### config.mk
export PLATFORM = sky130hd
export DESIGN_NAME = tbt_regs
export DESIGN_NICKNAME = d
export VERILOG_FILES = /design/src/hdl/tbt_pkg.sv /design/src/hdl/tbt_gap_timer.sv /design/src/hdl/tbt_regs.sv
export VERILOG_INCLUDE_DIRS = /design/src /design/src/hdl
export SDC_FILE = /design/constraint.sdc
export NUM_CORES = 1
export LEC_CHECK = 0
export BUFFER_PORTS_ARGS = -buffer_cell sky130_fd_sc_hd__buf_2
export CAP_MARGIN = 20
export CORE_ASPECT_RATIO = 0.8
export CORE_UTILIZATION = 40
export CTS_CLUSTER_DIAMETER = 200
export DETAILED_ROUTE_END_ITERATION = 7
export PLACE_DENSITY = 0.68
export SETUP_SLACK_MARGIN = 0.15
export SLEW_MARGIN = 20
export SYNTH_ARGS = -nofsm -noshare
export SYNTH_HDL_FRONTEND = slang
export SYNTH_HIERARCHICAL = 1
export SYNTH_SLANG_ARGS = --single-unit
### constraint.sdc
create_clock -name I_REF_CLK -period 2.7 [get_ports I_REF_CLK]
set_input_delay 0.675 -clock I_REF_CLK [delete_from_list [all_inputs] [get_ports I_REF_CLK]]
set_output_delay 0.675 -clock I_REF_CLK [all_outputs]
set_load 0.02 [all_outputs]
### src/hdl/tbt_defines.svh
// register offsets, reset values, masks and timing counts for the 10BASE-T control block
`ifndef TBT_DEFINES_SVH
`define TBT_DEFINES_SVH
// register offsets on the management interface
`define TBT_OFS_TEN_CTL     5'h1A
`define TBT_OFS_TEST_EXT    5'h1B
// reset values: squelch field 100 at 11:9, scale bit 2 set
`define TBT_TEN_CTL_RST     16'h0804
`define TBT_TEST_EXT_RST    16'h0000
`define TBT_SQUELCH_RST     3'h4
// writable bits: bit 15 and status bit 4 dropped, counter and pull-up handled apart
`define TBT_TEN_CTL_WMASK   16'h7FEF
`define TBT_TEST_EXT_WMASK  16'h00F7
// pull-up enable position in the test register
`define TBT_PULLUP_BIT      3
// self-test counter ceiling
`define TBT_ERR_CNT_MAX     8'hFF
// management frame fields
`define TBT_PREAMBLE_LEN    6'h20
`define TBT_OP_READ         2'h2
`define TBT_OP_WRITE        2'h1
`define TBT_OP_BITS_LAST    5'h01
`define TBT_ADDR_BITS_LAST  5'h09
`define TBT_TA_BITS_LAST    5'h01
`define TBT_DATA_BITS_LAST  5'h0F
// pattern gap timing
`define TBT_CLK_MHZ         100
`define TBT_GAP_SHORT_US    10
`define TBT_GAP_LONG_US     15
`endif

### src/hdl/tbt_pkg.sv
// types shared by the 10BASE-T control block
package tbt_pkg;
  // management frame phases, gray coded along the frame
  typedef enum logic [2:0] {
    MG_IDLE  = 3'h0,
    MG_START = 3'h1,
    MG_OP    = 3'h3,
    MG_ADDR  = 3'h2,
    MG_TA    = 3'h6,
    MG_DATA  = 3'h7
  } tbt_mgmt_st_t;
  // common driver pattern choice
  typedef enum logic [1:0] {
    PAT_DATA_EOP0   = 2'h0,
    PAT_DATA_EOP1   = 2'h1,
    PAT_LINK_PULSES = 2'h2,
    PAT_MANCH_ONES  = 2'h3
  } tbt_pat_sel_t;
  // 10BASE-T status and control layout
  typedef struct packed {
    logic       rsvd15;
    logic [2:0] rsvd14_12;
    logic [2:0] squelch;
    logic       loop_dis;
    logic       link_pulse_off;
    logic       force_link;
    logic       force_inv_pol;
    logic       polarity;
    logic       auto_pol_off;
    logic       scale_hi;
    logic       sqe_off;
    logic       jabber_off;
  } tbt_ten_ctl_t;
  // driver test and self-test extension layout
  typedef struct packed {
    logic [7:0] err_cnt;
    logic       rsvd7;
    logic       mii_clk_en;
    logic       cont;
    logic       pat_en;
    logic       pullup_en;
    logic       gap_sel;
    logic [1:0] pat_sel;
  } tbt_test_ext_t;
endpackage

### src/hdl/tbt_gap_timer.sv
// gap timer between common driver test sequences
`timescale 1ns/10ps
`default_nettype none
`include "tbt_defines.svh"
module tbt_gap_timer #(
  parameter int SHORT_CYC = `TBT_GAP_SHORT_US * `TBT_CLK_MHZ,
  parameter int LONG_CYC  = `TBT_GAP_LONG_US * `TBT_CLK_MHZ,
  parameter int CNT_W     = 11
) (
  // clock and reset
  input  wire logic i_clk,
  input  wire logic i_rst,
  // control
  input  wire logic i_start,
  input  wire logic i_long,
  // status
  output logic      o_done
);
  // two cycles of the gap are spent in the hand-off with the sequencer
  localparam logic [CNT_W-1:0] SHORT_LOAD = CNT_W'(SHORT_CYC - 2);
  localparam logic [CNT_W-1:0] LONG_LOAD  = CNT_W'(LONG_CYC - 2);
  logic [CNT_W-1:0] cnt_r;   // remaining cycles
  logic             busy_r;  // gap running

  // down counter, one done pulse at the end
  always_ff @(posedge i_clk) begin
    if (i_rst) begin
      cnt_r  <= '0;
      busy_r <= 1'b0;
      o_done <= 1'b0;
    end else begin
      o_done <= 1'b0;
      if (i_start) begin
        busy_r <= 1'b1;
        cnt_r  <= i_long ? LONG_LOAD : SHORT_LOAD;
      end else if (busy_r) begin
        if (cnt_r == '0) begin
          busy_r <= 1'b0;
          o_done <= 1'b1;
        end else begin
          cnt_r <= cnt_r - CNT_W'(1);
        end
      end
    end
  end

  // helper: cycles since the last start
  int unsigned gap_len;
  logic        gap_long;
  always_ff @(posedge i_clk) begin
    if (i_start) begin
      gap_len  <= 1;
      gap_long <= i_long;
    end else begin
      gap_len <= gap_len + 1;
    end
  end
endmodule
`default_nettype wire

### src/hdl/tbt_regs.sv
// 10BASE-T status/control and driver test registers behind the management interface
// Operation
// - squelch select at 11:9, resets 100
// - loopback disable ORed with basic control loopback
// - link pulse disable stops normal link pulses
// - force bit or pin gives good link
// - force bit inverts receive polarity
// - polarity latched high, read clears both copies
// - auto polarity runs unless disabled
// - scale bit with detect config sets silence
// - heartbeat only in 10 Mb half duplex
// - jabber disable bit acts in 10BASE-T
// - 8-bit errored nibble counter at 15:8
// - counter clears on restart, saturates at FFh
// - clock enable forces both MII clocks
// - continuous bit makes gapless self-test data
// - pattern enable bit starts driver patterns
// - pull-up bit drives pull-up, hard reset only
// - gap 15 us or 10 us per select
// - bit 15 reads zero, reserved written zero
// - two-bit select picks the test pattern
`timescale 1ns/10ps
`default_nettype none
`include "tbt_defines.svh"
module tbt_regs (
  // clock and resets
  input  wire logic           I_REF_CLK,
  input  wire logic           I_RST,
  input  wire logic           I_REG_RESET,
  // management pins
  input  wire logic           I_MDC,
  input  wire logic           I_MDIO,
  output logic                O_MDIO,
  output logic                O_MDIO_OE,
  input  wire logic [4:0]     I_PHY_ADDR,
  // link state from the transceiver core
  input  wire logic           I_EXTERNAL_FORCED_LINK_INPUT,
  input  wire logic           I_BASIC_CTL_LOOPBACK,
  input  wire logic           I_LINK_STATUS,
  input  wire logic           I_SPEED_100,
  input  wire logic           I_FULL_DUPLEX,
  input  wire logic           I_SIGNAL_DETECT_CFG_B10,
  input  wire logic           I_POLARITY_INVERTED,
  input  wire logic           I_PHY_STATUS_READ,
  // self-test and pattern status
  input  wire logic           I_SELFTEST_ACTIVE,
  input  wire logic           I_SELFTEST_RESTART,
  input  wire logic           I_SELFTEST_NIBBLE_ERR,
  input  wire logic           I_PATTERN_SEQ_DONE,
  // 10BASE-T controls
  output logic [2:0]          O_SQUELCH_ON_SEL,
  output logic                O_LOOPBACK_10_OFF,
  output logic                O_LINK_PULSE_TX_EN,
  output logic                O_LINK_GOOD_10,
  output logic                O_FORCE_INV_POLARITY,
  output logic                O_POLARITY_STATUS,
  output logic                O_AUTO_POLARITY_EN,
  output logic [1:0]          O_SILENCE_OFF_SEL,
  output logic                O_SQE_TEST_EN,
  output logic                O_JABBER_EN,
  // test controls
  output logic                O_MII_CLK_FORCE,
  output logic                O_SELFTEST_CONTINUOUS,
  output logic                O_PATTERN_EN,
  output tbt_pkg::tbt_pat_sel_t O_PATTERN_SEL,
  output logic                O_PATTERN_SEND,
  output logic                O_MGMT_DATA_PULLUP_EN
);
  import tbt_pkg::*;

  localparam int SYNC_W = 8;  // mdc, mdio, forced link, phy address

  logic [SYNC_W-1:0] sync1_r;     // first stage, read only by stage two
  logic [SYNC_W-1:0] sync2_r;     // settled pin levels
  logic [SYNC_W-1:0] pin_in;      // raw pins in synchroniser order
  logic              mdc_s;       // settled management clock
  logic              mdio_s;      // settled management data
  logic              ext_link_s;  // settled forced link pin
  logic [4:0]        phy_s;       // settled address straps
  logic              mdc_prev_r;  // for edge detection
  logic              mdc_rise;    // management clock rising edge

  tbt_mgmt_st_t      st_r;        // frame phase
  logic [4:0]        cnt_r;       // bit count within phase
  logic [5:0]        ones_r;      // preamble ones seen
  logic [15:0]       sh_r;        // incoming bits
  logic              op_rd_r;     // frame is a read
  logic              op_wr_r;     // frame is a write
  logic              hit_r;       // address matches this device
  logic [4:0]        reg_r;       // addressed register
  logic [9:0]        addr10;      // address bits as they complete
  logic              rd_fire;     // read frame addressed us
  logic              wr_fire;     // write frame finished
  logic [15:0]       wr_data;     // written word
  logic [15:0]       rd_word;     // word for the read shift
  logic [15:0]       rd_sh_r;     // outgoing bits

  tbt_ten_ctl_t      ten_r;       // stored 10BASE-T controls
  tbt_test_ext_t     test_r;      // stored test controls
  tbt_ten_ctl_t      ten_view;    // readback view
  tbt_test_ext_t     test_view;   // readback view
  logic              pol_r;       // latched inverted polarity
  logic              pol_clr;     // read of either copy
  logic [7:0]        err_cnt_r;   // errored nibble count
  logic              pullup_r;    // hard reset only
  logic              gap_wait_r;  // pattern gap running
  logic              gap_start;   // sequence finished, gap begins
  logic              gap_done;    // gap over

  // two flops on every pin before use; one vector keeps every index in range
  assign pin_in = {I_PHY_ADDR, I_EXTERNAL_FORCED_LINK_INPUT, I_MDIO, I_MDC};
  genvar gi;
  generate
    for (gi = 0; gi < SYNC_W; gi++) begin : g_sync
      always_ff @(posedge I_REF_CLK) begin
        if (I_RST) begin
          sync1_r[gi] <= 1'b0;
          sync2_r[gi] <= 1'b0;
        end else begin
          sync1_r[gi] <= pin_in[gi];
          sync2_r[gi] <= sync1_r[gi];
        end
      end
    end
  endgenerate
  assign mdc_s      = sync2_r[0];
  assign mdio_s     = sync2_r[1];
  assign ext_link_s = sync2_r[2];
  assign phy_s      = sync2_r[7:3];

  // management clock edge, found on the settled copy
  always_ff @(posedge I_REF_CLK) begin
    if (I_RST) begin
      mdc_prev_r <= 1'b0;
    end else begin
      mdc_prev_r <= mdc_s;
    end
  end
  assign mdc_rise = mdc_s & ~mdc_prev_r;

  // frame decode strobes
  assign addr10  = {sh_r[8:0], mdio_s};
  assign rd_fire = mdc_rise && st_r == MG_ADDR && cnt_r == `TBT_ADDR_BITS_LAST && op_rd_r && addr10[9:5] == phy_s;
  assign wr_fire = mdc_rise && st_r == MG_DATA && cnt_r == `TBT_DATA_BITS_LAST && op_wr_r && hit_r;
  assign wr_data = {sh_r[14:0], mdio_s};

  // frame phases: preamble, start, opcode, addresses, turnaround, data
  always_ff @(posedge I_REF_CLK) begin
    if (I_RST) begin
      st_r    <= MG_IDLE;
      cnt_r   <= 5'h00;
      ones_r  <= 6'h00;
      sh_r    <= 16'h0000;
      op_rd_r <= 1'b0;
      op_wr_r <= 1'b0;
      hit_r   <= 1'b0;
      reg_r   <= 5'h00;
    end else if (mdc_rise) begin
      unique case (st_r)
        MG_IDLE: begin
          if (mdio_s) begin
            if (ones_r != `TBT_PREAMBLE_LEN) ones_r <= ones_r + 6'h01;
          end else begin
            // a zero ends the preamble; too few ones drops the frame
            if (ones_r == `TBT_PREAMBLE_LEN) st_r <= MG_START;
            ones_r <= 6'h00;
          end
        end
        MG_START: begin
          st_r  <= mdio_s ? MG_OP : MG_IDLE;
          cnt_r <= 5'h00;
        end
        MG_OP: begin
          sh_r  <= {sh_r[14:0], mdio_s};
          cnt_r <= cnt_r + 5'h01;
          if (cnt_r == `TBT_OP_BITS_LAST) begin
            op_rd_r <= {sh_r[0], mdio_s} == `TBT_OP_READ;
            op_wr_r <= {sh_r[0], mdio_s} == `TBT_OP_WRITE;
            st_r    <= MG_ADDR;
            cnt_r   <= 5'h00;
          end
        end
        MG_ADDR: begin
          sh_r  <= {sh_r[14:0], mdio_s};
          cnt_r <= cnt_r + 5'h01;
          if (cnt_r == `TBT_ADDR_BITS_LAST) begin
            hit_r <= addr10[9:5] == phy_s;
            reg_r <= addr10[4:0];
            st_r  <= MG_TA;
            cnt_r <= 5'h00;
          end
        end
        MG_TA: begin
          cnt_r <= cnt_r + 5'h01;
          if (cnt_r == `TBT_TA_BITS_LAST) begin
            st_r  <= MG_DATA;
            cnt_r <= 5'h00;
          end
        end
        MG_DATA: begin
          sh_r  <= {sh_r[14:0], mdio_s};
          cnt_r <= cnt_r + 5'h01;
          if (cnt_r == `TBT_DATA_BITS_LAST) begin
            st_r  <= MG_IDLE;
            cnt_r <= 5'h00;
          end
        end
        default: st_r <= MG_IDLE;
      endcase
    end
  end

  // readback mux; unmapped registers read zero
  always_comb begin
    ten_view           = ten_r;
    ten_view.rsvd15    = 1'b0;
    ten_view.polarity  = pol_r;
    test_view          = test_r;
    test_view.err_cnt  = err_cnt_r;
    test_view.pullup_en = pullup_r;
    rd_word            = 16'h0000;
    if (addr10[4:0] == `TBT_OFS_TEN_CTL) begin
      rd_word = ten_view;
    end else if (addr10[4:0] == `TBT_OFS_TEST_EXT) begin
      rd_word = test_view;
    end
  end

  // read drive: zero in the second turnaround bit, data after each rising edge
  always_ff @(posedge I_REF_CLK) begin
    if (I_RST) begin
      O_MDIO    <= 1'b0;
      O_MDIO_OE <= 1'b0;
      rd_sh_r   <= 16'h0000;
    end else if (rd_fire) begin
      rd_sh_r <= rd_word;
    end else if (mdc_rise && op_rd_r && hit_r) begin
      if (st_r == MG_TA && cnt_r == 5'h00) begin
        O_MDIO_OE <= 1'b1;
        O_MDIO    <= 1'b0;
      end else if (st_r == MG_DATA && cnt_r == `TBT_DATA_BITS_LAST) begin
        O_MDIO_OE <= 1'b0;
        O_MDIO    <= 1'b0;
      end else if (st_r == MG_TA || st_r == MG_DATA) begin
        O_MDIO  <= rd_sh_r[15];
        rd_sh_r <= {rd_sh_r[14:0], 1'b0};
      end
    end
  end

  // 10BASE-T register; bit 15 and the status bit are not stored
  always_ff @(posedge I_REF_CLK) begin
    if (I_RST || I_REG_RESET) begin
      ten_r <= `TBT_TEN_CTL_RST;
    end else if (wr_fire && reg_r == `TBT_OFS_TEN_CTL) begin
      ten_r <= wr_data & `TBT_TEN_CTL_WMASK;
    end
  end

  // test register; counter and pull-up live apart
  always_ff @(posedge I_REF_CLK) begin
    if (I_RST || I_REG_RESET) begin
      test_r <= `TBT_TEST_EXT_RST;
    end else if (wr_fire && reg_r == `TBT_OFS_TEST_EXT) begin
      test_r <= wr_data & `TBT_TEST_EXT_WMASK;
    end
  end

  // pull-up survives register resets so the bus stays defined
  always_ff @(posedge I_REF_CLK) begin
    if (I_RST) begin
      pullup_r <= 1'b0;
    end else if (wr_fire && reg_r == `TBT_OFS_TEST_EXT) begin
      pullup_r <= wr_data[`TBT_PULLUP_BIT];
    end
  end

  // polarity latch: a new detection beats a clearing read
  assign pol_clr = I_PHY_STATUS_READ || (rd_fire && addr10[4:0] == `TBT_OFS_TEN_CTL);
  always_ff @(posedge I_REF_CLK) begin
    if (I_RST || I_REG_RESET) begin
      pol_r <= 1'b0;
    end else if (I_POLARITY_INVERTED) begin
      pol_r <= 1'b1;
    end else if (pol_clr) begin
      pol_r <= 1'b0;
    end
  end

  // errored nibble counter, sticks at the top
  always_ff @(posedge I_REF_CLK) begin
    if (I_RST || I_REG_RESET || I_SELFTEST_RESTART) begin
      err_cnt_r <= 8'h00;
    end else if (I_SELFTEST_NIBBLE_ERR && err_cnt_r != `TBT_ERR_CNT_MAX) begin
      err_cnt_r <= err_cnt_r + 8'h01;
    end
  end

  // registered control outputs
  always_ff @(posedge I_REF_CLK) begin
    if (I_RST) begin
      O_SQUELCH_ON_SEL      <= `TBT_SQUELCH_RST;
      O_LOOPBACK_10_OFF     <= 1'b0;
      O_LINK_PULSE_TX_EN    <= 1'b0;
      O_LINK_GOOD_10        <= 1'b0;
      O_FORCE_INV_POLARITY  <= 1'b0;
      O_POLARITY_STATUS     <= 1'b0;
      O_AUTO_POLARITY_EN    <= 1'b0;
      O_SILENCE_OFF_SEL     <= 2'h0;
      O_SQE_TEST_EN         <= 1'b0;
      O_JABBER_EN           <= 1'b0;
      O_MII_CLK_FORCE       <= 1'b0;
      O_SELFTEST_CONTINUOUS <= 1'b0;
      O_PATTERN_EN          <= 1'b0;
      O_PATTERN_SEL         <= PAT_DATA_EOP0;
      O_MGMT_DATA_PULLUP_EN <= 1'b0;
    end else begin
      O_SQUELCH_ON_SEL      <= ten_r.squelch;
      O_LOOPBACK_10_OFF     <= ten_r.loop_dis | I_BASIC_CTL_LOOPBACK;
      O_LINK_PULSE_TX_EN    <= ~(ten_r.link_pulse_off | ext_link_s);
      O_LINK_GOOD_10        <= ten_r.force_link | ext_link_s | I_LINK_STATUS;
      O_FORCE_INV_POLARITY  <= ten_r.force_inv_pol;
      O_POLARITY_STATUS     <= pol_r;
      O_AUTO_POLARITY_EN    <= ~ten_r.auto_pol_off;
      O_SILENCE_OFF_SEL     <= {ten_r.scale_hi, I_SIGNAL_DETECT_CFG_B10};
      // heartbeat forced off at 100 Mb and in full duplex
      O_SQE_TEST_EN         <= ~ten_r.sqe_off & ~I_SPEED_100 & ~I_FULL_DUPLEX;
      O_JABBER_EN           <= ~ten_r.jabber_off & ~I_SPEED_100;
      O_MII_CLK_FORCE       <= test_r.mii_clk_en;
      // the host must clear the jabber guard first at 10 Mb; not enforced here
      O_SELFTEST_CONTINUOUS <= test_r.cont & I_SELFTEST_ACTIVE;
      O_PATTERN_EN          <= test_r.pat_en;
      O_PATTERN_SEL         <= tbt_pat_sel_t'(test_r.pat_sel);
      O_MGMT_DATA_PULLUP_EN <= pullup_r;
    end
  end

  // pattern sequencer: send, then wait out the gap
  assign gap_start = O_PATTERN_SEND && I_PATTERN_SEQ_DONE && test_r.pat_en;
  always_ff @(posedge I_REF_CLK) begin
    if (I_RST || !test_r.pat_en) begin
      O_PATTERN_SEND <= 1'b0;
      gap_wait_r     <= 1'b0;
    end else if (gap_start) begin
      O_PATTERN_SEND <= 1'b0;
      gap_wait_r     <= 1'b1;
    end else if (gap_wait_r) begin
      if (gap_done) begin
        gap_wait_r     <= 1'b0;
        O_PATTERN_SEND <= 1'b1;
      end
    end else begin
      O_PATTERN_SEND <= 1'b1;
    end
  end

  tbt_gap_timer u_gap (
    .i_clk   (I_REF_CLK),
    .i_rst   (I_RST),
    .i_start (gap_start),
    .i_long  (test_r.gap_sel),
    .o_done  (gap_done)
  );
endmodule
`default_nettype wire

; ---- Yosys cells after proc, flatten, opt, wreduce, memory -nomap -nowiden
; Index checks and enable logic that the tools add are counted.
[totals]
elab_cells = 207
mem_bits_rw = 0
latchBits = 0
in_bits = 22
output_inout_bits = 22
mem_bits_ro = 0
ff_bits = 136
n_memories = 0
[op_classes]
mul = 0
add_sub_neg = 4
reduce_logical = 48
div_mod_pow = 0
shifts = 0
bitwise_logic = 18
n_eq_ne = 29
muxes = 41
order_cmp = 0
[op_table]
columns = operator, n
row1 = $mux 16, 7
row2 = $mux 11, 4
row3 = $eq 5x5->1 const B, 4
row4 = $pmux 5 s4, 1
row5 = $logic_and 1x1->1, 18
row6 = $mux 3, 6
row7 = $pmux 3 s6, 1
row8 = $mux 1, 16
row9 = $mux 5, 3
row10 = $reduce_and 3->1, 5
row11 = $ne 2x2->1 const B, 7
row12 = $mux 6, 2
row13 = $logic_not 11->1, 1
row14 = $sub 11x1->11 const B, 1
row15 = $eq 5x4->1 const B, 2
row16 = $reduce_bool 2->1, 5
row17 = $not 1->1, 9
row18 = $add 8x1->8 const B, 1
row19 = $ne 2x1->1 const B, 4
row20 = $ne 8x8->1 const B, 1
row21 = $reduce_and 7->1, 1
row22 = $add 6x1->6 const B, 1
row23 = $eq 3x2->1 const B, 2
row24 = $eq 3x3->1 const B, 2
row25 = 21 further kinds, 36

; ---- Longest topological paths before layout
; Gate-level depths: netlist (run 1).
[logic_depth]
word_depth = 10
ltp_mapped = 11
depth_no_buf = 9

; ---- By module
; The synthesis (run 1) kept the hierarchy.
[by_module_without_submodules]
columns = mod, cells_each, instances, seq_area_each_um2, area_per_inst_um2
row1 = tbt_regs, 535, 1, 2462.4, 4978.5
row2 = tbt_gap_timer, 74, 1, 260.2, 653.1

; ---- Worst setup path before layout (run 1)
; No wires, ideal clock.
[synth_path]
path_kind = register to register
start = register, netlist name cnt_r[0]
end = register ten_r[11] (netlist bit)
path_slack_ps = 659
n_path_buf = 2
t_required_ps = 2574
arrival_ps = 1915
stages_incl_launch_ff = 12
period_less_slack_ps = 2041
setup_ps = 126
cell_sequence = dfxtp_1 -> ha_1 -> nand3_1 -> inv_1 -> ha_1 -> nand4b_1 -> nor4_1 -> buf_2 -> nand2b_1 -> clkbuf_1 -> nand2_1 -> nand3_1
[synth_rtl]
columns = element, line_no
row1 = "end signal, assigned", tbt_regs.sv:254  ; ten_r <= `TBT_TEN_CTL_RST;
row2 = "end signal, assigned", tbt_regs.sv:256  ; ten_r <= wr_data & `TBT_TEN_CTL_WMASK;
row3 = "end, declared", tbt_regs.sv:98  ; tbt_ten_ctl_t ten_r;

==> run_results.csv, run 1 <==
group,metric,value,unit
placed_design,gp_routability_congestion,0.8611,
global_routing,grt_antenna_before_repair,0,
clock_tree,clock_sink_count,136,
worst_hold_path,holdPathStages,2,
final_layout,layout.nets,678,
logic_synthesis,post-synth-top-area-fraction,0.4834,
logic_synthesis,synth.yosys.warnings,6,
critical_path,worst_setup_path_end_kind,"register",
critical_path,r2r-end,"ten_r[0]",
die,floorplan.rows,38,
final_layout,flow.area_growth_from_synthesis,17.28,%
global_routing,largest_net_degree_at_the_start_of_global_routing,80,
logic_synthesis,avg_synthesized_cell_area,9.247,µm²
pwr,power-per-cell-area,678.6,mW/mm²
global_routing,grt.overflow.total,0,
status,outcome,"complete, no violations",
clock_tree,cts.path.max_buffers,2,
clock_tree,hold_buffers,0,
logic_synthesis,syn_area,0.005632,mm²
logic_synthesis,synth-edff-count,0,
final_layout,stdcell_area,0.006605,mm²
timing,final_clock_skew,8.718,ps
placed_design,placedInstanceArea,0.005983,mm²
pwr,ir_worst_vdd,0.4225,mV
timing,slew-limit-headroom,0.4764,
clock_tree,clk_latency,420,ps
global_routing,global_route_met1_usage,0.2479,
worst_hold_path,timing.hold.worst.class,"input port to register",
global_routing,via_count_of_the_first_global_routing_pass,4127,
global_routing,grt_pass1_wl,20.40,mm
die,die_x,134.7,µm
critical_path,critPathMostFrequentCell,"sky130_fd_sc_hd__buf_4",
final_layout,final_design_utilization,0.4840,
placed_design,place_hpwl,8.135,mm
critical_path,critical_path.cell_chain,"nand3_1 > inv_1 > ha_1 > nand4b_1 > nor4_1 > buf_4 > nor2b_1 > buf_4 > nand2_1 > a21oi_1",
drt,dr.first_iter.drc_count,348,
timing,hold_worst_slack,415.0,ps
drt,drc_errors,0,
timing,final.setup.tns,0,ps
logic_synthesis,distinct_cell_type_count_of_the_synthesized_netlist,59,
critical_path,reg2reg_depth,10,
clock_tree,cts_max_level,4,
global_routing,gr-usage-met3,0.04923,
timing,finalWorstPathRequiredPeriod,2275,ps
die,start_util,0.4127,
critical_path,timing.critical_path.required,3040,ps
logic_synthesis,async_reset_ff_frac,0,
drt,wl_per_cell,14.48,µm
critical_path,cpLargestDelayFamily,"simple AND/OR/NAND/NOR gates",
clock_tree,path_clk_slew,60,ps
global_routing,use_met2,0.2622,
placed_design,place_inst,805,
critical_path,worstSetupStartpoint,"cnt_r[3]",
drt,ant_nets,0,
final_layout,post_route_cells_drive_above_1_share,0.1715,
logic_synthesis,netlist_top_cells_area,"sky130_fd_sc_hd__dfxtp_1 (48%), sky130_fd_sc_hd__nand2_1 (4.9%), sky130_fd_sc_hd__nor2b_1 (3.8%)",
final_layout,fillerInstances,1240,
timing,min_period_over_period,0.8427,
logic_synthesis,synth_flop_cell,"sky130_fd_sc_hd__dfxtp_1",
logic_synthesis,postSynthCellCount,609,
critical_path,regToRegStartpoint,"cnt_r[3]",
critical_path,critical_path.slowest_cell,"sky130_fd_sc_hd__dfxtp_1",
logic_synthesis,syn_nets,640,
die,fp.coreArea,0.01365,mm²
drt,routed-via-count,4364,
job,timing.max_cap.violations,0,
logic_synthesis,synth.ff_latch_count,136,
logic_synthesis,synth_sequential_area_ratio,0.4834,
worst_hold_path,min_delay_worst_endpoint,"O_SQE_TEST_EN",
critical_path,cp_num_buf_inv,3,
global_routing,grt_busiest_layer,"met2",
drt,drt-total-wl,12.15,mm
logic_synthesis,netlist.top_cell.by_area,"sky130_fd_sc_hd__dfxtp_1",
critical_path,startpoint_class,"register",
drt,drt_pre_antenna_iters,5,
final_layout,insertedDiodeCount,0,
final_layout,layout_common_cells,"sky130_fd_sc_hd__dfxtp_1 (136), sky130_fd_sc_hd__nand2_1 (74), sky130_fd_sc_hd__nor2_1 (54)",
critical_path,timing.critical_path.fanout_max,14,
timing,finalMaxSlewViolations,0,
critical_path,reg2reg_setup_slack,420,ps
timing,worstMarginPinSlew,784.3,ps
die,chipHeight,108.1,µm
placed_design,port_buffers,43,
clock_tree,tritoncts,"built",
critical_path,worst_ep_arrival_time,2620,ps
timing,fmax,0.4395,GHz
timing,final_number_of_hold_violating_endpoints,0,
clock_tree,cts.root.buffer_cell,"sky130_fd_sc_hd__clkbuf_16",
clock_tree,cts_inserted_buffers,17,
drt,drt-vias-per-instance,5.201,
final_layout,layoutNonFillerInstCount,839,
critical_path,critical_path.max_stage_delay,570,ps
critical_path,worstSetupPathType,"register to register",
pwr,cell_leakage_power,0.002443,µW
die,count_of_boundary_i_o_pins,44,
die,design.die.area,0.01456,mm²
global_routing,global_route.usage.total,0.1808,
final_layout,layout_commonest_cell,"sky130_fd_sc_hd__dfxtp_1",
worst_hold_path,hold_path_startpoint,"I_FULL_DUPLEX",
timing,grt_setup_unrepaired,"false",
timing,setup_viol_count_final,0,
-- metrics by stage --
step / setup WS (ps) / total power, µW
3_5_place_dp: 385.7 / 2200
2_1_floorplan: 659.1 / 2158
5_1_grt: 146.2 / 4654
4_1_cts: 385.7 / 4542
6_report: 424.6 / 4482
3_3_place_gp: 452.4 / 2198
-- layout make-up --
class                           instances  area [µm²]  share of cell area
Multi-Input combinational cell        422        2688              0.4069
Clock inverter                          9       122.6             0.01856
Inverter                               16       60.06            0.009093
Sequential cell                       136        2723              0.4122
Tap cell                              180       225.2             0.03410
Clock buffer                           22       474.2             0.07179
Timing Repair Buffer                   54       312.8             0.04736
-- synth_stat cells, drive strengths merged, types with 9 or more instances --
cell      n
a221o    14
nand3    30
nor3b    14
clkbuf   21
nand2    74
xnor2    10
nor3     12
buf      14
a21oi    40
nor2     54
o21ai    12
ha        9
inv      16
mux2i    19
dfxtp   136
mux2     15
nor2b    34
-- how the worst max path moves through the flow --
stage,endpoint,slack [ps],cells after the start
2_1_floorplan,ten_r[11],660,11
3_3_place_gp,rd_sh_r[1],450,4
3_5_place_dp,rd_sh_r[3],390,4
4_1_cts,ten_r[0],390,9
5_1_grt,ten_r[0],150,11
6_report,ten_r[0],420,10
-- metal layers --
layer	vias to the layer above	part of all wire
li1	2195	-
met1	2039	0.51
met2	116	0.42
met3	14	0.057
met4	0	0.014
met5	-	0
-- cells by family (layout without fill, tap and decap cells) --
| logic type | Yosys count | count (layout) | share of synthesized area |
|---|---|---|---|
| multiplexers | 34 | 34 | 0.06376 |
| XOR/XNOR | 18 | 18 | 0.02799 |
| AO/OA/AOI/OAI | 100 | 100 | 0.1184 |
| AND/OR/NAND/NOR | 261 | 261 | 0.2466 |
| flip-flops | 136 | 136 | 0.4834 |
| buffers and inverters | 51 | 101 | 0.03977 |
| adder cells (fa/ha/maj) | 9 | 9 | 0.02000 |
-- power breakdown --
| part | total, µW | leakage (µW) | internal [µW] | switching, µW |
|---|---|---|---|---|
| Combinational | 117 | 0.00105 | 44.9 | 72.3 |
| Clock | 2330 | 0.000296 | 1510 | 816 |
| Sequential | 2040 | 0.00110 | 2030 | 10.7 |
-- state kept, by name, indices dropped and copies added (netlist names), 2 cells and up --
signal             cells
rd_sh_r               16
sh_r                  14
ten_r                 14
u_gap/cnt_r           11
err_cnt_r              8
sync1_r                8
test_r                 7
ones_r                 6
cnt_r                  5
phy_s                  5
reg_r                  5
O_SQUELCH_ON_SEL       3
st_r                   3
O_PATTERN_SEL          2
O_SILENCE_OFF_SEL      2
-- timing repair --
action	in CTS	in global routing
setup endpoints to repair	0	14
gates resized for setup	0	1
buffers inserted	0	3
Note: power is estimated with default switching activity, not from simulation.
==> run 2: changes to the inputs <==
--- a/config.mk
+++ b/config.mk
@@ -6,6 +6,7 @@
 export SDC_FILE = /design/constraint.sdc
 export NUM_CORES = 1
 export LEC_CHECK = 0
+export ABC_AREA = 1
 export BUFFER_PORTS_ARGS = -buffer_cell sky130_fd_sc_hd__buf_2
 export CAP_MARGIN = 20
 export CORE_ASPECT_RATIO = 0.8
==> constraint.sdc (replaced) <==
create_clock -name I_REF_CLK -period 2.1 [get_ports I_REF_CLK]
set_input_delay 0.525 -clock I_REF_CLK [delete_from_list [all_inputs] [get_ports I_REF_CLK]]
set_output_delay 0.525 -clock I_REF_CLK [all_outputs]
set_load 0.02 [all_outputs]
==> run 2 against run 1 <==
Compared with the run above: non-clock buffer count is 15 higher; final area is 8.8% higher; fmax is 23% higher; clock-buffer cell count stayed put; global-route usage is 0.68 points higher; via count is 22% higher; register-to-register slack worse by 170 ps; critical path type unchanged; final cell count is 29% higher; power is 29% higher; synthesized cell count is 36% higher; clock power is 29% higher; sequential cell count stayed put; largest cell class is now multi-input gates.
==> run_results.csv, run 2 <==
group,metric,value,unit
drt,drc_errors,0,
timing,worst_slack,255.4,ps
final_layout,flow.area_growth_from_synthesis,18.78,%
critical_path,worst_setup_path_end_kind,"register",
pwr,cell_leakage_power,0.003092,µW
final_layout,layout_commonest_cell,"sky130_fd_sc_hd__dfxtp_1",
global_routing,largest_net_degree_at_the_start_of_global_routing,39,
placed_design,post-place-ws,143.2,ps
global_routing,grt_antenna_before_repair,0,
global_routing,via_count_of_the_first_global_routing_pass,4712,
logic_synthesis,postSynthCellCount,827,
placed_design,place_hpwl,9.713,mm
clock_tree,cts.path.max_buffers,2,
timing,fmax,0.5421,GHz
placed_design,place_inst,1044,
clock_tree,clock_sink_count,136,
global_routing,global_route.usage.total,0.1876,
final_layout,largest_register_ffs,16,
timing,final.setup.tns,0,ps
logic_synthesis,synth_sequential_area_ratio,0.4501,
logic_synthesis,syn_nets,858,
placed_design,port_buffers,43,
critical_path,timing.critical_path.required,2440,ps
drt,drt-vias-per-instance,4.923,
timing,final_number_of_hold_violating_endpoints,0,
die,design.die.area,0.01562,mm²
logic_synthesis,distinct_cell_type_count_of_the_synthesized_netlist,37,
timing,finalMaxSlewViolations,0,
status,outcome,"complete, no violations",
clock_tree,cts_inserted_buffers,17,
logic_synthesis,synth.yosys.warnings,6,
drt,wl_per_cell,12.74,µm
pwr,ir_worst_vdd,0.5144,mV
final_layout,post_route_cells_drive_above_1_share,0.1633,
drt,drt_pre_antenna_iters,5,
job,timing.max_cap.violations,0,
logic_synthesis,synth_flop_cell,"sky130_fd_sc_hd__dfxtp_1",
final_layout,layoutNonFillerInstCount,1084,
clock_tree,tritoncts,"built",
final_layout,layout_common_cells,"sky130_fd_sc_hd__dfxtp_1 (135), sky130_fd_sc_hd__nand2_1 (123), sky130_fd_sc_hd__inv_1 (113)",
timing,min_period_over_period,0.8784,
pwr,power-per-cell-area,807.6,mW/mm²
drt,dr.first_iter.drc_count,380,
logic_synthesis,netlist.top_cell.by_area,"sky130_fd_sc_hd__dfxtp_1",
drt,drt-total-wl,13.81,mm
clock_tree,path_clk_slew,60,ps
final_layout,regMostFlops,"rd_sh_r",
critical_path,timing.critical_path.fanout_max,10,
critical_path,worstSetupPathType,"register to register",
die,start_util,0.4159,
logic_synthesis,synth_most_common_cell,"sky130_fd_sc_hd__dfxtp_1",
timing,worstMarginPinSlew,685.2,ps
final_layout,insertedDiodeCount,0,
die,die_x,139.5,µm
timing,hold_worst_slack,277.9,ps
logic_synthesis,synth_commonest_cells,"sky130_fd_sc_hd__dfxtp_1 (136), sky130_fd_sc_hd__nand2_1 (123), sky130_fd_sc_hd__inv_1 (113)",
die,floorplan.rows,39,
timing,finalWorstPathRequiredPeriod,1845,ps
drt,routed-via-count,5337,
logic_synthesis,netlist_top_cells_area,"sky130_fd_sc_hd__dfxtp_1 (45%), sky130_fd_sc_hd__nand2_1 (7.6%), sky130_fd_sc_hd__inv_1 (7.0%)",
final_layout,layout_top_registers,"rd_sh_r x16, sh_r x14, ten_r x14",
die,fp.coreArea,0.01454,mm²
critical_path,startpoint_class,"register",
timing,setup_viol_count_final,0,
clock_tree,cts_max_level,4,
timing,final_clock_skew,4.509,ps
logic_synthesis,post-synth-top-area-fraction,0.4501,
logic_synthesis,synth.ff_latch_count,136,
clock_tree,cts.root.buffer_cell,"sky130_fd_sc_hd__clkbuf_16",
timing,slew-limit-headroom,0.5383,
global_routing,grt_pass1_wl,22.87,mm
logic_synthesis,syn_area,0.006048,mm²
die,chipHeight,112.0,µm
final_layout,layout.nets,919,
logic_synthesis,avg_synthesized_cell_area,7.314,µm²
logic_synthesis,async_reset_ff_frac,0,
placed_design,gp_routability_congestion,0.8914,
drt,ant_nets,0,
clock_tree,clk_latency,420,ps
global_routing,grt.overflow.total,0,
logic_synthesis,synth-edff-count,0,
die,count_of_boundary_i_o_pins,44,
worst_hold_path,timing.hold.worst.class,"input port to register",
critical_path,worst_ep_arrival_time,2180,ps
timing,grt_setup_unrepaired,"false",
[run 2: worst max-delay path: stages, from the launching register on]
cell,delay [ps]
sky130_fd_sc_hd__dfxtp_1,360
sky130_fd_sc_hd__ha_1,180
sky130_fd_sc_hd__nand2_1,90
sky130_fd_sc_hd__nor2_2,140
sky130_fd_sc_hd__ha_2,230
sky130_fd_sc_hd__nand2_4,80
sky130_fd_sc_hd__nor2_4,160
sky130_fd_sc_hd__nand2_2,160
sky130_fd_sc_hd__inv_2,160
sky130_fd_sc_hd__nor2_1,70
sky130_fd_sc_hd__a211oi_2,150
[run 2: where the power goes]
part	leakage [µW]	total, µW	switching (µW)	internal, µW
Combinational	0.00169	180	119	60.7
Clock	0.000296	3000	1060	1940
Sequential	0.00110	2620	9.44	2610
Total	0.00309	5800	1190	4610
[run 2: cells by family after synthesis]
kind of cell               Yosys count  share of synthesized area
adders and majority gates            9                    0.01862
DFF                                136                     0.4501
xor gates and xnor gates            12                    0.01738
AOI/OAI and AO/OA                  156                     0.1330
and+or+nand+nor                    359                     0.2768
buffers and inverters              155                     0.1041
[run 2: what timing repair did]
item / CTS / global route
pin swaps: 0 / 3
hold buffers: 0 / 0
buffers inserted: 0 / 8
resized for setup: 1 / 6
setup endpoints to repair: 5 / 46
gates cloned: 0 / 1
[run 2: final timing paths]
| check | startpoint | endpoint | slack, ps | cells after the start |
|---|---|---|---|---|
| min reg2reg | sync1_r[5] | phy_s[2] | 400 | 2 |
| min | I_SPEED_100 | O_JABBER_EN | 280 | 2 |
| max | cnt_r[1] | test_r[5] | 260 | 10 |
| max reg2reg | cnt_r[1] | test_r[5] | 260 | 10 |
[run 2: metal layers]
metal | part of all wire | track usage | up-vias
met3 | 0.040 | 0.04516 | 20
met5 | 0 | 0 | -
met4 | 0.017 | 0.08444 | 0
met2 | 0.40 | 0.2593 | 117
met1 | 0.54 | 0.2729 | 2402
li1 | - | - | 2798
[run 2: cell type report]
class                           instances  area, µm²
Fill cell                            1424       7357
Inverter                              127      476.7
Multi-Input combinational cell        537       2734
Sequential cell                       136       2724
Timing Repair Buffer                   69      422.9
Tap cell                              184      230.2
Clock buffer                           22      474.2
Clock inverter                          9      122.6
[run 2: stage by stage]
step	total power [µW]	cell area, µm²	utilization
after floorplan	2785	6048	-
after global placement	2853	6476	0.4454
after detailed placement	2855	6476	0.4454
after CTS	5860	7078	0.4867
after global routing	5985	7184	0.4941
final	5802	7184	0.4941
==> run 3: changes to the inputs <==
--- a/config.mk
+++ b/config.mk
@@ -9,11 +9,13 @@
 export ABC_AREA = 1
 export BUFFER_PORTS_ARGS = -buffer_cell sky130_fd_sc_hd__buf_2
 export CAP_MARGIN = 20
+export CELL_PAD_IN_SITES_DETAIL_PLACEMENT = 1
+export CELL_PAD_IN_SITES_GLOBAL_PLACEMENT = 1
 export CORE_ASPECT_RATIO = 0.8
-export CORE_UTILIZATION = 40
+export CORE_UTILIZATION = 44
 export CTS_CLUSTER_DIAMETER = 200
 export DETAILED_ROUTE_END_ITERATION = 7
-export PLACE_DENSITY = 0.68
+export PLACE_DENSITY = 0.9
 export SETUP_SLACK_MARGIN = 0.15
 export SLEW_MARGIN = 20
 export SYNTH_ARGS = -nofsm -noshare
==> run 3 against run 2 <==
Compared with the run above: fmax fell by 6.7%; clock-buffer cell count shrank 5; routed wire length increased by 53%.
==> run_results.csv, run 3 (synthesized netlist as in run 2, its figures left out) <==
group,metric,value,unit
status,outcome,"complete, no violations",
critical_path,worst_setup_path_end_kind,"register",
clock_tree,cts.root.buffer_cell,"sky130_fd_sc_hd__clkbuf_16",
critical_path,regToRegStartpoint,"cnt_r[0]",
critical_path,critical_path.cell_chain,"ha_4 > nand2_2 > nor2_2 > ha_2 > nand2_4 > nor2_4 > nand2_4 > inv_6 > nor2_1 > a211oi_2",
pwr,ir_worst_vdd,0.5973,mV
pwr,combPwrFrac,0.033,
timing,final.setup.tns,0,ps
placed_design,gp_routability_congestion,0.8565,
worst_hold_path,min_delay_worst_endpoint,"O_JABBER_EN",
drt,drt-total-wl,21.17,mm
pwr,part_of_the_total_power_dissipated_in_sequential_elements,0.435,
critical_path,startpoint_class,"register",
clock_tree,clk_latency,440,ps
timing,setup_viol_count_final,0,
final_layout,insertedDiodeCount,0,
die,count_of_boundary_i_o_pins,44,
clock_tree,cts.path.max_buffers,2,
pwr,p_total,6011,µW
final_layout,layout_common_cells,"sky130_fd_sc_hd__dfxtp_1 (133), sky130_fd_sc_hd__nand2_1 (121), sky130_fd_sc_hd__inv_1 (112)",
drt,dr.first_iter.drc_count,417,
final_layout,fillerInstances,1643,
clock_tree,cts_max_level,4,
final_layout,largest_register_ffs,16,
placed_design,place_hpwl,11.86,mm
drt,wl_per_cell,19.58,µm
timing,final_clock_skew,13.90,ps
job,timing.max_cap.violations,0,
critical_path,cpLargestDelayFamily,"simple AND/OR/NAND/NOR gates",
timing,min_period_over_period,0.9410,
clock_tree,clock_sink_count,136,
critical_path,critical_path.slowest_cell,"sky130_fd_sc_hd__dfxtp_4",
critical_path,critical_path.max_stage_delay,370,ps
timing,finalWorstPathRequiredPeriod,1976,ps
critical_path,reg2reg_depth,10,
final_layout,layoutNonFillerInstCount,1081,
pwr,clock_power_share,0.532,
timing,finalMaxSlewViolations,0,
worst_hold_path,holdPathStages,2,
worst_hold_path,timing.hold.worst.class,"input port to register",
clock_tree,hold_buffers,0,
die,fp.coreArea,0.01315,mm²
critical_path,worstSetupPathType,"register to register",
drt,drt_pre_antenna_iters,5,
final_layout,layout_commonest_cell,"sky130_fd_sc_hd__dfxtp_1",
critical_path,worst_ep_arrival_time,2320,ps
drt,drc_errors,0,
global_routing,largest_net_degree_at_the_start_of_global_routing,63,
global_routing,grt.overflow.total,0,
global_routing,via_count_of_the_first_global_routing_pass,6035,
critical_path,timing.critical_path.required,2440,ps
die,chipHeight,106.9,µm
die,floorplan.rows,37,
placed_design,place_inst,1036,
timing,final_number_of_hold_violating_endpoints,0,
timing,slew-limit-headroom,0.4632,
global_routing,global_route.usage.total,0.2829,
pwr,power-per-cell-area,820.2,mW/mm²
timing,grt_setup_unrepaired,"true",
timing,fmax,0.5061,GHz
drt,routed-via-count,6055,
critical_path,critPathMostFrequentCell,"sky130_fd_sc_hd__nand2_4",
final_layout,regMostFlops,"rd_sh_r",
clock_tree,path_clk_slew,70,ps
die,start_util,0.4600,
critical_path,r2r-end,"test_r[5]",
worst_hold_path,hold_path_startpoint,"I_SPEED_100",
timing,worstMarginPinSlew,798.6,ps
pwr,power.net_switching,1449,µW
die,die_x,133.1,µm
clock_tree,cts_inserted_buffers,17,
pwr,swShare,0.2411,
final_layout,layout_top_registers,"rd_sh_r x16, sh_r x14, ten_r x14",
global_routing,grt_antenna_before_repair,0,
die,design.die.area,0.01422,mm²
drt,ant_nets,0,
critical_path,reg2reg_setup_slack,120,ps
final_layout,layout.nets,924,
drt,drt-vias-per-instance,5.601,
final_layout,flow.area_growth_from_synthesis,21.16,%
pwr,p_int,4561,µW
clock_tree,tritoncts,"built",
global_routing,grt_pass1_wl,31.11,mm
critical_path,cp_num_buf_inv,1,
final_layout,post_route_cells_drive_above_1_share,0.1865,
pwr,cell_leakage_power,0.003126,µW
timing,hold_worst_slack,279.9,ps
critical_path,timing.critical_path.fanout_max,7,
critical_path,critical_path_depth,10,
placed_design,port_buffers,43,
==> run 3: worst max path at each step <==
stage | startpoint | slack [ps] | to
after floorplan | cnt_r[0] | 400 | ten_r[2]
after global placement | cnt_r[0] | 200 | ten_r[0]
after detailed placement | cnt_r[0] | 90 | ten_r[13]
after CTS | cnt_r[1] | 140 | ten_r[9]
after global routing | cnt_r[0] | 40 | ten_r[13]
final | cnt_r[0] | 120 | test_r[5]
==> run 3: worst reg2reg max path: cells and delay by family (launching register included) <==
family	cells	cell delay (ps)
AO/OA/AOI/OAI	1	260
flip-flops	1	370
AND/OR/NAND/NOR	6	770
adder cells (fa/ha/maj)	2	360
buffers and inverters	1	130
==> run 3: area by class of cell <==
| class | count | area [µm²] | area share |
|---|---|---|---|
| Multi-Input combinational cell | 538 | 2804 | 0.3826 |
| Clock inverter | 15 | 188.9 | 0.02578 |
| Clock buffer | 17 | 425.4 | 0.05805 |
| Timing Repair Buffer | 73 | 469.2 | 0.06403 |
| Tap cell | 175 | 219.0 | 0.02988 |
| Sequential cell | 136 | 2731 | 0.3727 |
| Inverter | 127 | 490.5 | 0.06693 |
==> run 3: stage by stage <==
step	area [µm²]	setup WS [ps]	utilization
final	7328	123.9	0.5574
after global routing	7328	36.59	0.5574
after CTS	7136	138.7	0.5427
after detailed placement	6485	85.22	0.4932
after global placement	6485	204.1	0.4932
after floorplan	6048	403.8	-
==> run 3: metal layers <==
metal,routed length (µm),track usage,up-vias
li1,-,-,2804
met1,8506,0.3441,2897
met2,10370,0.4768,287
met3,1473,0.06430,67
met4,823,0.1297,0
met5,0,0,-
==> run 3: power by group through the flow <==
stage,Combinational (µW),Clock (µW),Sequential (µW)
2_1_floorplan,100,0,2680
3_3_place_gp,178,0,2670
3_5_place_dp,186,0,2680
4_1_cts,192,3200,2620
5_1_grt,218,3350,2620
6_report,198,3200,2620
==> run 3: timing repair <==
action / 4_1_cts / 5_1_grt
gates cloned: 0 / 2
endpoints found under the hold margin: 0 / 0
pin swaps: 1 / 5
setup endpoints to repair: 29 / 50
setup buffers: 1 / 10
gates resized for setup: 5 / 30
